`src/rtl/mssr_defines.svh`:
```
// Purpose: Constants for the mode switch and reset sequencer
// Assumes: 25 MHz pclk
// Notes: Offsets are APB byte addresses
`ifndef MSSR_DEFINES_SVH
`define MSSR_DEFINES_SVH
`define MSSR_CLK_HZ 25000000
`define MSSR_TICK_MS 1
`define MSSR_TICK_CYC ((`MSSR_CLK_HZ / 1000) * `MSSR_TICK_MS)
`define MSSR_FAST_HALF_MS 250
`define MSSR_SLOW_HALF_MS 1000
`define MSSR_RESET_RUN_MS 3000
`define MSSR_HOLD_STEP_MS 1000
`define MSSR_REARM_MS 3000
`define MSSR_DEBOUNCE_MS 10
`define MSSR_ERASE_WORDS 16
`define MSSR_OFF_CTRL 12'h000
`define MSSR_OFF_STATUS 12'h004
`define MSSR_OFF_UTIL 12'h008
`define MSSR_OFF_NETADDR 12'h00c
`define MSSR_OFF_HOURS 12'h010
`define MSSR_OFF_ID 12'h014
`define MSSR_CTRL_HOT_BIT 0
`define MSSR_CTRL_REQ_BIT 1
`define MSSR_CTRL_RESET 32'h0000_0000
// Arbitrary identification value, chosen freely
`define MSSR_ID_VALUE 32'h00c0_ffee
`endif

```
`src/rtl/mssr_pkg.sv`:
```
// Purpose: Types for the mode switch and reset sequencer
// Assumes: Nothing
// Notes: Binary state codes
package mssr_pkg;
  typedef enum logic [1:0] {
    MSSR_SEL_STOP = 2'b00,
    MSSR_SEL_RUN = 2'b01,
    MSSR_SEL_MEMORY_RESET_POSITION = 2'b10
  } mssr_sel_t;
  typedef enum logic [3:0] {
    MSSR_ST_IDLE = 4'h0,
    MSSR_ST_HOLD1 = 4'h1,
    MSSR_ST_HOLD2 = 4'h2,
    MSSR_ST_HOLD3 = 4'h3,
    MSSR_ST_ARMED = 4'h4,
    MSSR_ST_REARM = 4'h5,
    MSSR_ST_CONFIRM = 4'h6,
    MSSR_ST_RESET = 4'h7,
    MSSR_ST_RUN = 4'h8,
    MSSR_ST_REQ_MEMORY_RESET_POSITION = 4'h9
  } mssr_state_t;
endpackage

```
`src/rtl/mssr_debounce.sv`:
```
// Purpose: Debounce one synchronous level input
// Assumes: tick is a one-cycle enable
// Notes: Output changes after a stable run of tick periods
`timescale 1ns/1ns
`default_nettype none
module mssr_debounce #(
  parameter int unsigned STABLE_TICKS = 10
) (
  // Clock and reset
  input wire logic pclk,
  input wire logic presetn,
  // Sample
  input wire logic tick,
  input wire logic raw,
  output logic clean
);
  logic s1;
  logic s2;
  logic [15:0] cnt;

  always_ff @(posedge pclk or negedge presetn) begin
    if (!presetn) begin
      s1 <= 1'b0;
      s2 <= 1'b0;
    end else begin
      s1 <= raw;
      s2 <= s1;
    end
  end

  always_ff @(posedge pclk or negedge presetn) begin
    if (!presetn) begin
      cnt <= 16'h0000;
      clean <= 1'b0;
    end else if (s2 == clean) begin
      cnt <= 16'h0000;
    end else if (tick) begin
      if (cnt >= 16'(STABLE_TICKS - 1)) begin
        clean <= s2;
        cnt <= 16'h0000;
      end else begin
        cnt <= cnt + 16'h0001;
      end
    end
  end
endmodule
`default_nettype wire

```
`src/rtl/mssr_top.sv`:
```
// Functional notes
// - Power-on lights restart lamp, auto reset with 2 Hz stop flash, then steady.
// - Pending reset request flashes stop lamp at 0.5 Hz until memory reset starts.
// - Stop position, nothing pending, stop lamp steady on.
// - Holding reset position: lamp off, on, off one second each, then on.
// - Back to stop, reset again within 3 s, back to stop launches reset.
// - During memory reset lamp flashes 2 Hz at least 3 s, then steady.
// - With request pending, one reset-and-back move runs the memory reset.
// - Memory reset erases user program in main and load memory.
// - Memory reset clears counters, bit memory, timers; time of day kept.
// - Memory reset runs self-test and loads default parameters.
// - Flash card present: copy stored program and parameters after reset.
// - No flash card at reset end: utilization clears to zero, then tracks core_used.
// - Keep diagnostics, network address, time of day, hours counter.
// - Card network parameters are loaded and validated during reset.
// - Warm restart clears process image and non-retentive data.
// - Warm restart restores non-retaining data blocks to load values.
// - Warm restart begins execution at startup or main cyclic routine.
// - Hot restart keeps data and resumes at interruption point.
// - Hot restart holds outputs until current cycle ends.
// - After supply loss, restarts only offered with memory backup.
// - Stop to run triggers warm or hot restart per configuration.
// - Card change powered raises request; unpowered forces reset at power-on.
// Purpose: Mode selector, memory reset and restart sequencer with APB registers
// Assumes: Selector and card inputs synchronous to pclk; core acknowledges actions
// Notes: Memory actions are strobes to the core; the sequencer owns only timing
`timescale 1ns/1ns
`default_nettype none
`include "mssr_defines.svh"
module mssr_top #(
  parameter int unsigned TICK_CYC = `MSSR_TICK_CYC
) (
  // Clock and reset
  input wire logic pclk,
  input wire logic presetn,
  // APB slave
  input wire logic psel,
  input wire logic penable,
  input wire logic pwrite,
  input wire logic [11:0] paddr,
  input wire logic [31:0] pwdata,
  output logic [31:0] prdata,
  output logic pready,
  output logic pslverr,
  // Operator selector and card
  input wire logic sel_run,
  input wire logic sel_memory_reset_position,
  input wire logic card_present,
  input wire logic card_is_flash,
  input wire logic card_has_net,
  input wire logic card_changed_unpowered,
  input wire logic backup_active,
  // Core handshake
  input wire logic core_done,
  input wire logic cycle_end,
  input wire logic [15:0] core_used,
  // Indicators
  output logic stop_led,
  output logic restart_indicator,
  // Core actions
  output logic erase_program,
  output logic clear_data,
  output logic self_test,
  output logic load_defaults,
  output logic load_net_params,
  output logic copy_flash,
  output logic warm_restart,
  output logic hot_restart,
  output logic hold_outputs,
  output logic restore_data_blocks,
  output logic start_at_entry
);
  // ---------------------------------------------------------------
  // Timebase
  // ---------------------------------------------------------------
  logic [24:0] div;
  logic tick;
  always_ff @(posedge pclk or negedge presetn) begin
    if (!presetn) begin
      div <= 25'h0;
      tick <= 1'b0;
    end else begin
      tick <= (div == 25'(TICK_CYC - 1));
      div <= (div == 25'(TICK_CYC - 1)) ? 25'h0 : div + 25'h1;
    end
  end

  // ---------------------------------------------------------------
  // Selector conditioning
  // ---------------------------------------------------------------
  logic run_c;
  logic memory_reset_position_c;
  mssr_debounce #(.STABLE_TICKS(`MSSR_DEBOUNCE_MS)) u_db_run (
    .pclk(pclk), .presetn(presetn), .tick(tick), .raw(sel_run), .clean(run_c));
  mssr_debounce #(.STABLE_TICKS(`MSSR_DEBOUNCE_MS)) u_db_memory_reset_position (
    .pclk(pclk), .presetn(presetn), .tick(tick), .raw(sel_memory_reset_position), .clean(memory_reset_position_c));
  mssr_pkg::mssr_sel_t pos;
  assign pos = memory_reset_position_c ? mssr_pkg::MSSR_SEL_MEMORY_RESET_POSITION :
               (run_c ? mssr_pkg::MSSR_SEL_RUN : mssr_pkg::MSSR_SEL_STOP);

  // ---------------------------------------------------------------
  // Card change detection
  // ---------------------------------------------------------------
  logic card_q;
  logic card_edge;
  logic strap_taken;
  always_ff @(posedge pclk or negedge presetn) begin
    if (!presetn) begin
      card_q <= 1'b0;
      strap_taken <= 1'b0;
    end else begin
      card_q <= card_present;
      strap_taken <= 1'b1;
    end
  end
  assign card_edge = strap_taken && (card_q != card_present);

  // ---------------------------------------------------------------
  // Control register
  // ---------------------------------------------------------------
  logic [31:0] ctrl;
  logic sw_req;
  logic apb_wr;
  logic [15:0] util;
  logic [31:0] hours;
  logic [7:0] netaddr;
  assign apb_wr = psel && penable && pwrite;
  assign sw_req = apb_wr && paddr == `MSSR_OFF_CTRL && pwdata[`MSSR_CTRL_REQ_BIT];
  always_ff @(posedge pclk or negedge presetn) begin
    if (!presetn) begin
      ctrl <= `MSSR_CTRL_RESET;
    end else if (apb_wr && paddr == `MSSR_OFF_CTRL) begin
      ctrl <= {31'h0, pwdata[`MSSR_CTRL_HOT_BIT]};
    end
  end

  // ---------------------------------------------------------------
  // Sequencer
  // ---------------------------------------------------------------
  mssr_pkg::mssr_state_t state;
  logic [12:0] ms;
  logic req_pending;
  logic power_on;
  logic had_loss;
  logic reset_done;
  localparam logic [12:0] STEP = 13'(`MSSR_HOLD_STEP_MS);
  localparam logic [12:0] RUNT = 13'(`MSSR_RESET_RUN_MS);
  localparam logic [12:0] REARM = 13'(`MSSR_REARM_MS);

  // Request sets win over the clear made by a finishing reset
  always_ff @(posedge pclk or negedge presetn) begin
    if (!presetn) begin
      req_pending <= 1'b0;
    end else if (card_edge || sw_req) begin
      req_pending <= 1'b1;
    end else if (reset_done) begin
      req_pending <= 1'b0;
    end
  end

  assign reset_done = (state == mssr_pkg::MSSR_ST_RESET) && tick && ms >= RUNT && core_done;

  always_ff @(posedge pclk or negedge presetn) begin
    if (!presetn) begin
      state <= mssr_pkg::MSSR_ST_RESET;
      ms <= 13'h0;
      power_on <= 1'b1;
      had_loss <= 1'b1;
    end else begin
      if (tick && ms != 13'h1fff) begin
        ms <= ms + 13'h1;
      end
      unique case (state)
        mssr_pkg::MSSR_ST_IDLE: begin
          if (pos == mssr_pkg::MSSR_SEL_MEMORY_RESET_POSITION) begin
            state <= req_pending ? mssr_pkg::MSSR_ST_CONFIRM : mssr_pkg::MSSR_ST_HOLD1;
            ms <= 13'h0;
          end else if (pos == mssr_pkg::MSSR_SEL_RUN && !req_pending &&
                       (!had_loss || backup_active)) begin
            state <= mssr_pkg::MSSR_ST_RUN;
            had_loss <= 1'b0;
          end
        end
        mssr_pkg::MSSR_ST_HOLD1, mssr_pkg::MSSR_ST_HOLD2, mssr_pkg::MSSR_ST_HOLD3: begin
          if (pos != mssr_pkg::MSSR_SEL_MEMORY_RESET_POSITION) begin
            state <= mssr_pkg::MSSR_ST_IDLE;
          end else if (tick && ms >= STEP - 13'h1) begin
            ms <= 13'h0;
            state <= (state == mssr_pkg::MSSR_ST_HOLD1) ? mssr_pkg::MSSR_ST_HOLD2 :
                     (state == mssr_pkg::MSSR_ST_HOLD2) ? mssr_pkg::MSSR_ST_HOLD3 :
                     mssr_pkg::MSSR_ST_ARMED;
          end
        end
        mssr_pkg::MSSR_ST_ARMED: begin
          if (pos == mssr_pkg::MSSR_SEL_STOP) begin
            state <= mssr_pkg::MSSR_ST_REARM;
            ms <= 13'h0;
          end else if (pos == mssr_pkg::MSSR_SEL_RUN) begin
            state <= mssr_pkg::MSSR_ST_IDLE;
          end
        end
        mssr_pkg::MSSR_ST_REARM: begin
          if (pos == mssr_pkg::MSSR_SEL_MEMORY_RESET_POSITION) begin
            state <= mssr_pkg::MSSR_ST_CONFIRM;
          end else if (pos == mssr_pkg::MSSR_SEL_RUN || (tick && ms >= REARM)) begin
            state <= mssr_pkg::MSSR_ST_IDLE;
          end
        end
        mssr_pkg::MSSR_ST_CONFIRM: begin
          if (pos == mssr_pkg::MSSR_SEL_STOP) begin
            state <= mssr_pkg::MSSR_ST_RESET;
            ms <= 13'h0;
          end else if (pos == mssr_pkg::MSSR_SEL_RUN) begin
            state <= mssr_pkg::MSSR_ST_IDLE;
          end
        end
        mssr_pkg::MSSR_ST_RESET: begin
          if (reset_done) begin
            state <= mssr_pkg::MSSR_ST_IDLE;
            power_on <= 1'b0;
          end
        end
        mssr_pkg::MSSR_ST_RUN: begin
          if (pos != mssr_pkg::MSSR_SEL_RUN) begin
            state <= mssr_pkg::MSSR_ST_IDLE;
          end
        end
        default: begin
          state <= mssr_pkg::MSSR_ST_IDLE;
        end
      endcase
    end
  end
  // ---------------------------------------------------------------
  // Core action strobes
  // ---------------------------------------------------------------
  logic entering_reset;
  logic entering_run;
  logic in_reset_q;
  logic in_run_q;
  logic hot_pending;
  always_ff @(posedge pclk or negedge presetn) begin
    if (!presetn) begin
      in_reset_q <= 1'b0;
      in_run_q <= 1'b0;
    end else begin
      in_reset_q <= state == mssr_pkg::MSSR_ST_RESET;
      in_run_q <= state == mssr_pkg::MSSR_ST_RUN;
    end
  end
  assign entering_reset = state == mssr_pkg::MSSR_ST_RESET && !in_reset_q;
  assign entering_run = state == mssr_pkg::MSSR_ST_RUN && !in_run_q;

  always_ff @(posedge pclk or negedge presetn) begin
    if (!presetn) begin
      {erase_program, clear_data, self_test, load_defaults, load_net_params} <= 5'h00;
      {copy_flash, warm_restart, hot_restart, restore_data_blocks, start_at_entry} <= 5'h00;
    end else begin
      erase_program <= entering_reset;
      clear_data <= entering_reset;
      self_test <= entering_reset;
      load_defaults <= entering_reset;
      load_net_params <= entering_reset && card_present && card_has_net;
      copy_flash <= reset_done && card_present && card_is_flash;
      warm_restart <= entering_run && !ctrl[`MSSR_CTRL_HOT_BIT];
      restore_data_blocks <= entering_run && !ctrl[`MSSR_CTRL_HOT_BIT];
      start_at_entry <= entering_run && !ctrl[`MSSR_CTRL_HOT_BIT];
      hot_restart <= entering_run && ctrl[`MSSR_CTRL_HOT_BIT];
    end
  end

  always_ff @(posedge pclk or negedge presetn) begin
    if (!presetn) begin
      hot_pending <= 1'b0;
    end else if (entering_run && ctrl[`MSSR_CTRL_HOT_BIT]) begin
      hot_pending <= 1'b1;
    end else if (cycle_end) begin
      hot_pending <= 1'b0;
    end
  end
  assign hold_outputs = hot_pending;

  // ---------------------------------------------------------------
  // Indicators and preserved state
  // ---------------------------------------------------------------
  logic fast_ph;
  logic slow_ph;
  logic [9:0] fast_cnt;
  logic [9:0] slow_cnt;
  always_ff @(posedge pclk or negedge presetn) begin
    if (!presetn) begin
      fast_cnt <= 10'h0;
      slow_cnt <= 10'h0;
      fast_ph <= 1'b1;
      slow_ph <= 1'b1;
    end else if (tick) begin
      fast_cnt <= (fast_cnt == 10'(`MSSR_FAST_HALF_MS - 1)) ? 10'h0 : fast_cnt + 10'h1;
      slow_cnt <= (slow_cnt == 10'(`MSSR_SLOW_HALF_MS - 1)) ? 10'h0 : slow_cnt + 10'h1;
      if (fast_cnt == 10'(`MSSR_FAST_HALF_MS - 1)) begin
        fast_ph <= !fast_ph;
      end
      if (slow_cnt == 10'(`MSSR_SLOW_HALF_MS - 1)) begin
        slow_ph <= !slow_ph;
      end
    end
  end

  always_ff @(posedge pclk or negedge presetn) begin
    if (!presetn) begin
      stop_led <= 1'b0;
      restart_indicator <= 1'b0;
    end else begin
      restart_indicator <= power_on;
      if (state == mssr_pkg::MSSR_ST_RESET) begin
        stop_led <= fast_ph;
      end else if (state == mssr_pkg::MSSR_ST_HOLD1 || state == mssr_pkg::MSSR_ST_HOLD3) begin
        stop_led <= 1'b0;
      end else if (req_pending) begin
        stop_led <= slow_ph;
      end else begin
        stop_led <= state != mssr_pkg::MSSR_ST_RUN;
      end
    end
  end

  // Card swapped while off forces the power-on reset; reset state already covers it
  always_ff @(posedge pclk or negedge presetn) begin
    if (!presetn) begin
      util <= 16'h0;
      hours <= 32'h0;
      netaddr <= 8'h0;
    end else begin
      if (reset_done && !(card_present && card_is_flash)) begin
        util <= 16'h0;
      end else if (state != mssr_pkg::MSSR_ST_RESET) begin
        util <= core_used;
      end
      if (apb_wr && paddr == `MSSR_OFF_NETADDR) begin
        netaddr <= pwdata[7:0];
      end
      if (apb_wr && paddr == `MSSR_OFF_HOURS) begin
        hours <= pwdata;
      end
    end
  end

  // ---------------------------------------------------------------
  // APB read side
  // ---------------------------------------------------------------
  logic known;
  assign pready = 1'b1;
  assign known = paddr == `MSSR_OFF_CTRL || paddr == `MSSR_OFF_STATUS ||
                 paddr == `MSSR_OFF_UTIL || paddr == `MSSR_OFF_NETADDR ||
                 paddr == `MSSR_OFF_HOURS || paddr == `MSSR_OFF_ID;
  assign pslverr = psel && penable && !known;
  always_comb begin
    unique case (paddr)
      `MSSR_OFF_CTRL: prdata = ctrl;
      `MSSR_OFF_STATUS: prdata = {23'h0, card_changed_unpowered, card_present, req_pending,
                                  state, pos};
      `MSSR_OFF_UTIL: prdata = {16'h0, util};
      `MSSR_OFF_NETADDR: prdata = {24'h0, netaddr};
      `MSSR_OFF_HOURS: prdata = hours;
      `MSSR_OFF_ID: prdata = `MSSR_ID_VALUE;
      default: prdata = 32'h0;
    endcase
  end
endmodule
`default_nettype wire

```
`config.mk`:
```
export PLATFORM = sky130hd
export DESIGN_NAME = mssr_top
export DESIGN_NICKNAME = d
export VERILOG_FILES = /design/src/rtl/mssr_pkg.sv /design/src/rtl/mssr_debounce.sv /design/src/rtl/mssr_top.sv
export VERILOG_INCLUDE_DIRS = /design/src /design/src/rtl
export SDC_FILE = /design/constraint.sdc
export NUM_CORES = 1
export LEC_CHECK = 0
export BUFFER_PORTS_ARGS = -buffer_cell sky130_fd_sc_hd__buf_2
export CAP_MARGIN = 20
export CORE_ASPECT_RATIO = 0.75
export CORE_MARGIN = 10
export CORE_UTILIZATION = 55
export DETAILED_ROUTE_END_ITERATION = 10
export PLACE_DENSITY_LB_ADDON = 0.12
export REMOVE_ABC_BUFFERS = 1
export SLEW_MARGIN = 20
export SYNTH_ARGS = -nofsm -noshare
export SYNTH_HDL_FRONTEND = slang
export SYNTH_SLANG_ARGS = --single-unit
```
`constraint.sdc`:
```
create_clock -name pclk -period 2.65 [get_ports pclk]
set_input_delay 0 -clock pclk [delete_from_list [all_inputs] [get_ports pclk]]
set_output_delay 0 -clock pclk [all_outputs]
set_load 0.05 [all_outputs]
```
==> flow_summary.json, run 1 <==
{
  "worstRegToRegCells": 6,
  "grt_pass1_wl_mm": 33.6,
  "fin_crit_ns": 2.38,
  "peakVddDrop_v": 0.000439,
  "drive_gt1_share_pct": 24.2,
  "port-buffer-count": 119,
  "power_leakage_uw": 0.00506,
  "antenna_found_initial": 0,
  "min_path_type": "in -> reg",
  "synthToLayoutAreaGrowth_pct": 23.9,
  "die_area_mm2": 0.0206,
  "cts_setup_buffers": 0,
  "tightest_slew_ns": 0.699,
  "synth_edf_count": 0,
  "syn_area_mm2": 0.00835,
  "cts_buffer_depth": 2,
  "clock_latency_ns": 0.43,
  "overflow": 0,
  "finalHoldViolations": 0,
  "worst_ep_required_time_ns": 3.02,
  "yosys_warnings": 0,
  "fin_worst_skew_ns": 0.00804,
  "syn_area_per_cell_um2": 10.5,
  "start_kind": "flop",
  "die_h_um": 127,
  "slew_violations": 0,
  "gp_congestion": 0.897,
  "crit_type": "reg -> reg",
  "wl_mm": 20.6,
  "finalSetupViolations": 0,
  "synth_seq_cells": 175,
  "fin_crit_sh_pct": 89.7,
  "synth_ff_type": "dfrtp_1",
  "drc_errors": 0,
  "io_pins": 121,
  "critPathMaxFanout": 16,
  "fin_nets": 1052,
  "hpwl_mm": 14.0,
  "drt-initial-drc-count": 542,
  "grt_max_degree": 79,
  "die_w_um": 162,
  "grt_pass1_vias": 6594,
  "ys_top_cells_by_area": "dfrtp_1 (50%), mux2_2 (6.2%), nor2_1 (3.9%)",
  "final_util_pct": 70.4,
  "viasPerCell": 5.62,
  "yosysMostFrequentCell": "dfrtp_1",
  "powerDensity_mw_per_mm2": 530,
  "root_buffer": "clkbuf_16",
  "cts_resized": 0,
  "synth_top_area_share_pct": 50.4,
  "routedWlPerCell_um": 17.4,
  "status": "complete, no violations",
  "synth_area_leader_cell": "dfrtp_1",
  "max_freq_mhz": 421,
  "yosys-top-cells-count": "dfrtp_1 (168), nor2_1 (86), nand2_1 (57)",
  "tns_ns": 0,
  "std_cell_rows": 38,
  "cts_made_buffers": 17,
  "postSynth.asyncResetShare_pct": 100,
  "rsz0062_at_grt": "false",
  "htree_levels": 4,
  "track_usage_pct": 19.9,
  "cp-end-kind": "flop",
  "start_util_pct": 56.8,
  "dp.cells": 1090,
  "max_slew_margin_pct": 53.4,
  "path_clk_slew_ns": 0.06,
  "cts_tree": "built",
  "core_mm2": 0.0147,
  "holdBufCountCts": 57,
  "power_uw": 5480,
  "drtAntennaViolNets": 0,
  "layout.cells.non_filler": 1181,
  "dr.pass1.iters": 5,
  "cap_violations": 0,
  "cts_sinks": 175,
  "yosysUniqueCellTypes": 65,
  "synth_cells": 793,
  "ys_seq_area_share_pct": 52.6,
  "hold_path_depth": 4,
  "arrival_ns": 2.74,
  "vias": 6640
}
## cell usage in the layout, fill, tap and decap left out, drive strengths merged, types with 3 or more instances in the layout
cell type and count:
dfrtp 168, buf 137, nor2 86, nand2 57, dlygate4sd3 57, mux2 55
a21oi 48, xor2 32, and2 27, inv 26, xnor2 23, o21ai 22
nand3 22, nand4 21, clkbuf 21, nor3 20, and3 19, a22o 16
ha 12, nor4 12, or3 7, a31oi 7, dfstp 7, nor2b 6
a21o 6, or4 6, a211oi 5, o2111ai 5, a41oi 5, clkinv 5
o211ai 3, a211o 3
## routing by layer
metal | vias up | wire length, um | part of all wire [%] | track usage, %
met5 | - | 0 | 0 | 0
met4 | 0 | 446 | 2.2 | 8.38
met3 | 38 | 1210 | 5.9 | 4.52
met2 | 217 | 9810 | 48 | 31.5
met1 | 3238 | 9110 | 44 | 25.8
li1 | 3147 | - | - | -
## critical path: stages (launching register included)
cell,delay [ns]
dfstp_2,0.66
nor2b_1,0.25
nand3_1,0.35
inv_1,0.23
nand3_1,0.15
nor2_1,0.13
dlygate4sd3_1,0.54
## per-stage QoR
step | instance area [um^2] | hold WS (ns) | worst slack [ns]
2_1_floorplan | 8160 | -0.296 | -0.0338
3_3_place_gp | 9170 | 0.0695 | 0.451
3_5_place_dp | 9170 | 0.0838 | 0.311
4_1_cts | 10300 | 0.0521 | 0.304
5_1_grt | 10300 | 0.0696 | 0.129
6_report | 10300 | 0.0635 | 0.274
## power breakdown
| part | leakage [uW] | total (uW) | internal [uW] | switching (uW) |
|---|---|---|---|---|
| Sequential | 0.00235 | 2700 | 2690 | 10.4 |
| Clock | 0.000296 | 2500 | 1470 | 1030 |
| Combinational | 0.00241 | 279 | 132 | 147 |
## flip-flops by register name, summed over array words and instances (netlist names), 4 cells and up
register,flops
div,25
fast_cnt,10
hours,32
ms,13
netaddr,8
slow_cnt,10
state,4
u_db_memory_reset_position.cnt,16
u_db_run.cnt,16
util,16
## worst paths after layout
check	start	endpoint	slack, ns
worst min-delay path	backup_active	state[3]	0.06
max in group asynchronous	presetn	fast_ph	1.64
worst min register to register	u_db_run.s1	u_db_run.s2	0.35
min in group asynchronous	presetn	u_db_run.cnt[7]	0.17
worst max-delay path	state[0]	copy_flash	0.27
worst max register to register	state[0]	copy_flash	0.27
## layout make-up
cell class,instances,area [um^2]
Antenna cell,2,5.00
Clock inverter,11,129
Fill cell,1002,4350
Inverter,23,86.3
Sequential cell,175,4390
Clock buffer,21,470
Tap cell,200,250
Multi-Input combinational cell,555,3680
Timing Repair Buffer,194,1330
## cells by family (layout without fill, tap and decap cells)
group,Yosys count,count (layout),synth area share [%]
compound gates,136,136,10.7
xor+xnor,55,55,5.77
fa+ha+maj,12,12,1.80
buf+inv,64,249,3.39
flops,175,175,52.6
mux,56,56,7.90
other cells,1,4,0.0449
simple gates,294,294,17.8
Note: power is estimated with default switching activity, not from simulation.
==> run 2: changes to the inputs <==
--- a/config.mk
+++ b/config.mk
@@ -6,6 +6,7 @@
 export SDC_FILE = /design/constraint.sdc
 export NUM_CORES = 1
 export LEC_CHECK = 0
+export ABC_AREA = 1
 export BUFFER_PORTS_ARGS = -buffer_cell sky130_fd_sc_hd__buf_2
 export CAP_MARGIN = 20
 export CORE_ASPECT_RATIO = 0.75
==> run 2 against run 1 <==
- sequential cell count unchanged
- synthesized area up 5.3%
- clock skew is 0.0022 ns higher
- first-iteration DRC count is 23% higher
- setup slack better by 0.22 ns
- register-to-register slack better by 0.34 ns
- combinational power is 10% lower
- non-clock buffer count down 9
- maximum frequency up 10%
- global-route usage shrank 0.22 points
- largest cell class unchanged
- largest power group unchanged
- highest routed layer unchanged
==> flow_summary.json, run 2 <==
{
  "status": "complete, no violations",
  "worstRegToRegCells": 5,
  "cts_tree": "built",
  "viasPerCell": 5.13,
  "seq_area_mm2": 0.00439,
  "io_pins": 121,
  "synth_area_leader_cell": "dfrtp_1",
  "place_area_mm2": 0.00952,
  "place_ws_ns": 0.376,
  "syn_area_mm2": 0.00879,
  "drt-initial-drc-count": 668,
  "wl_mm": 21.0,
  "crit_type": "in -> out",
  "worstPathCellList": "buf_2 -> nor2_1 -> inv_2 -> nor2_4 -> nand2_1 -> inv_2 -> nand2_2 -> inv_2 -> buf_4 -> nand2_1 -> nand3_1 -> buf_2",
  "max_freq_mhz": 464,
  "die_w_um": 166,
  "synth_cells": 1098,
  "cts_sinks": 175,
  "multi_input_area_mm2": 0.00365,
  "setup.worst_path.start": "paddr[1]",
  "largest_register_ffs": 32,
  "synth_edf_count": 0,
  "arrival_ns": 2.15,
  "powerDensity_mw_per_mm2": 512,
  "r2r_start": "tick",
  "dp.cells": 1394,
  "clock_latency_ns": 0.43,
  "antenna_found_initial": 0,
  "yosys-top-cells-count": "nand2_1 (266), dfrtp_1 (168), inv_1 (135)",
  "min_path_type": "in -> reg",
  "setup_ws_ns": 0.496,
  "cap_violations": 0,
  "die_area_mm2": 0.0215,
  "root_buffer": "clkbuf_16",
  "r2r_slack_ns": 0.61,
  "track_usage_pct": 19.7,
  "cp-end-kind": "primary output",
  "synth_top_area_share_pct": 47.8,
  "path_clk_slew_ns": 0.06,
  "finalSetupViolations": 0,
  "yosysUniqueCellTypes": 46,
  "slew_violations": 0,
  "ys_seq_area_share_pct": 49.9,
  "power_leakage_uw": 0.00539,
  "std_cell_rows": 39,
  "port-buffer-count": 119,
  "start_util_pct": 56.8,
  "yosys_warnings": 0,
  "drtAntennaViolNets": 0,
  "critical-path-max-stage-delay_ns": 0.31,
  "drc_errors": 0,
  "cts_made_buffers": 17,
  "drive_gt1_share_pct": 16.6,
  "rsz0062_at_grt": "false",
  "finalHoldViolations": 0,
  "syn_area_per_cell_um2": 8.01,
  "vias": 7604,
  "peakVddDrop_v": 0.000462,
  "grt_pass1_wl_mm": 35.5,
  "hpwl_mm": 15.0,
  "critPathMostFrequentCell": "inv_2",
  "max_slew_margin_pct": 49.7,
  "diodes": 0,
  "design_area_mm2": 0.0107,
  "gp_congestion": 0.902,
  "die_h_um": 129,
  "yosysMostFrequentCell": "nand2_1",
  "worst_ep_required_time_ns": 2.65,
  "ys_top_cells_by_area": "dfrtp_1 (48%), nand2_1 (11%), inv_1 (5.8%)",
  "fin_nets": 1351,
  "rr_endpoint": "copy_flash",
  "fin_worst_skew_ns": 0.0103,
  "dr.pass1.iters": 6,
  "grt_max_degree": 68,
  "postSynth.asyncResetShare_pct": 100,
  "synth_ff_type": "dfrtp_1",
  "synth_seq_cells": 175,
  "core_mm2": 0.0155,
  "grt_pass1_vias": 7420,
  "layout.cells.non_filler": 1483,
  "overflow": 0,
  "cp-endpoint": "prdata[11]",
  "slowest_stage": "buf_4",
  "tns_ns": 0,
  "htree_levels": 4,
  "routedWlPerCell_um": 14.2,
  "reg_top3": "hours (32), div (25)",
  "synthToLayoutAreaGrowth_pct": 21.5,
  "tightest_slew_ns": 0.752,
  "layout.filler_cells": 1243,
  "fin_crit_sh_pct": 81.3,
  "cts_buffer_depth": 2,
  "start_kind": "input port",
  "fin_crit_ns": 2.15,
  "final_common_cell": "nand2_1",
  "largest-register": "hours",
  "critPathMaxFanout": 23,
  "layout_common_cells": "nand2_1 (266), dfrtp_1 (168), inv_1 (135)"
}
[run 2: cell types whose count changed in the layout (fill, tap and decap cells not counted), moves of 21 or more]
cell,change
mux2_2,-46
nand4_1,+21
nand3_1,+55
nor2_1,+48
and2_1,-26
nand2_1,+209
inv_1,+112
[run 2: per-layer routing]
layer	GRT usage (%)	wire length (um)	vias to the layer above	part of all wire, %
li1	-	-	3826	-
met1	27.3	9810	3504	47
met2	30.0	9490	227	45
met3	4.29	1270	47	6.0
met4	7.12	466	0	2.2
met5	0	0	-	0
[run 2: final cells by class]
type | instances | share of cell area (%)
clock buffer | 19 | 4.15
sequential | 175 | 41.1
clock inverter | 13 | 1.44
multi-input combinational | 742 | 34.2
timing repair buffer | 185 | 11.7
inverter | 144 | 5.06
tap | 205 | 2.40
[run 2: power by group]
group / switching [uW] / internal, uW
Sequential: 11.8 / 2690
Clock: 1090 / 1430
Combinational: 136 / 114
[run 2: repair_timing]
| item | 4_1_cts | 5_1_grt |
|---|---|---|
| hold endpoints to repair | 235 | 0 |
| resized for setup | 0 | 0 |
| hold buffers | 57 | 0 |
| buffers inserted | 0 | 0 |
[run 2: kinds of logic (layout without fill, tap and decap cells)]
kind of cell	count (synthesis)	in the layout	share of synthesized area, %
AND/OR/NAND/NOR	602	602	30.5
buffers and inverters	182	361	8.60
flip-flops	175	175	49.9
AO/OA/AOI/OAI	91	91	5.74
XOR/XNOR	35	35	3.49
adder cells (fa/ha/maj)	12	12	1.71
other	1	2	0.0427
[run 2: how the worst min path moves through the flow]
stage / depth (start not counted) / from / slack (ns) / endpoint
2_1_floorplan: 0 / presetn / -0.30 / card_q
3_3_place_gp: 1 / presetn / -0.07 / u_db_run.cnt[8]
3_5_place_dp: 1 / presetn / -0.06 / u_db_run.cnt[11]
4_1_cts: 5 / backup_active / 0.01 / state[3]
5_1_grt: 5 / pwrite / 0.05 / hours[27]
6_report: 5 / backup_active / 0.01 / state[3]
[run 2: worst max-delay path: cells and delay by family]
kind | cells | cell delay (ns)
buffers and inverters | 6 | 1.17
and+or+nand+nor | 6 | 0.95
[run 2: metrics by stage]
stage | utilization (%) | total power, uW | hold WS, ns
finish | 69.1 | 5470 | 0.0150
global route | 69.1 | 5670 | 0.0503
CTS | 69.1 | 5510 | 0.0118
detailed placement | 61.5 | 2930 | -0.0648
global placement | 61.5 | 2930 | -0.0657
floorplan | - | 2800 | -0.296
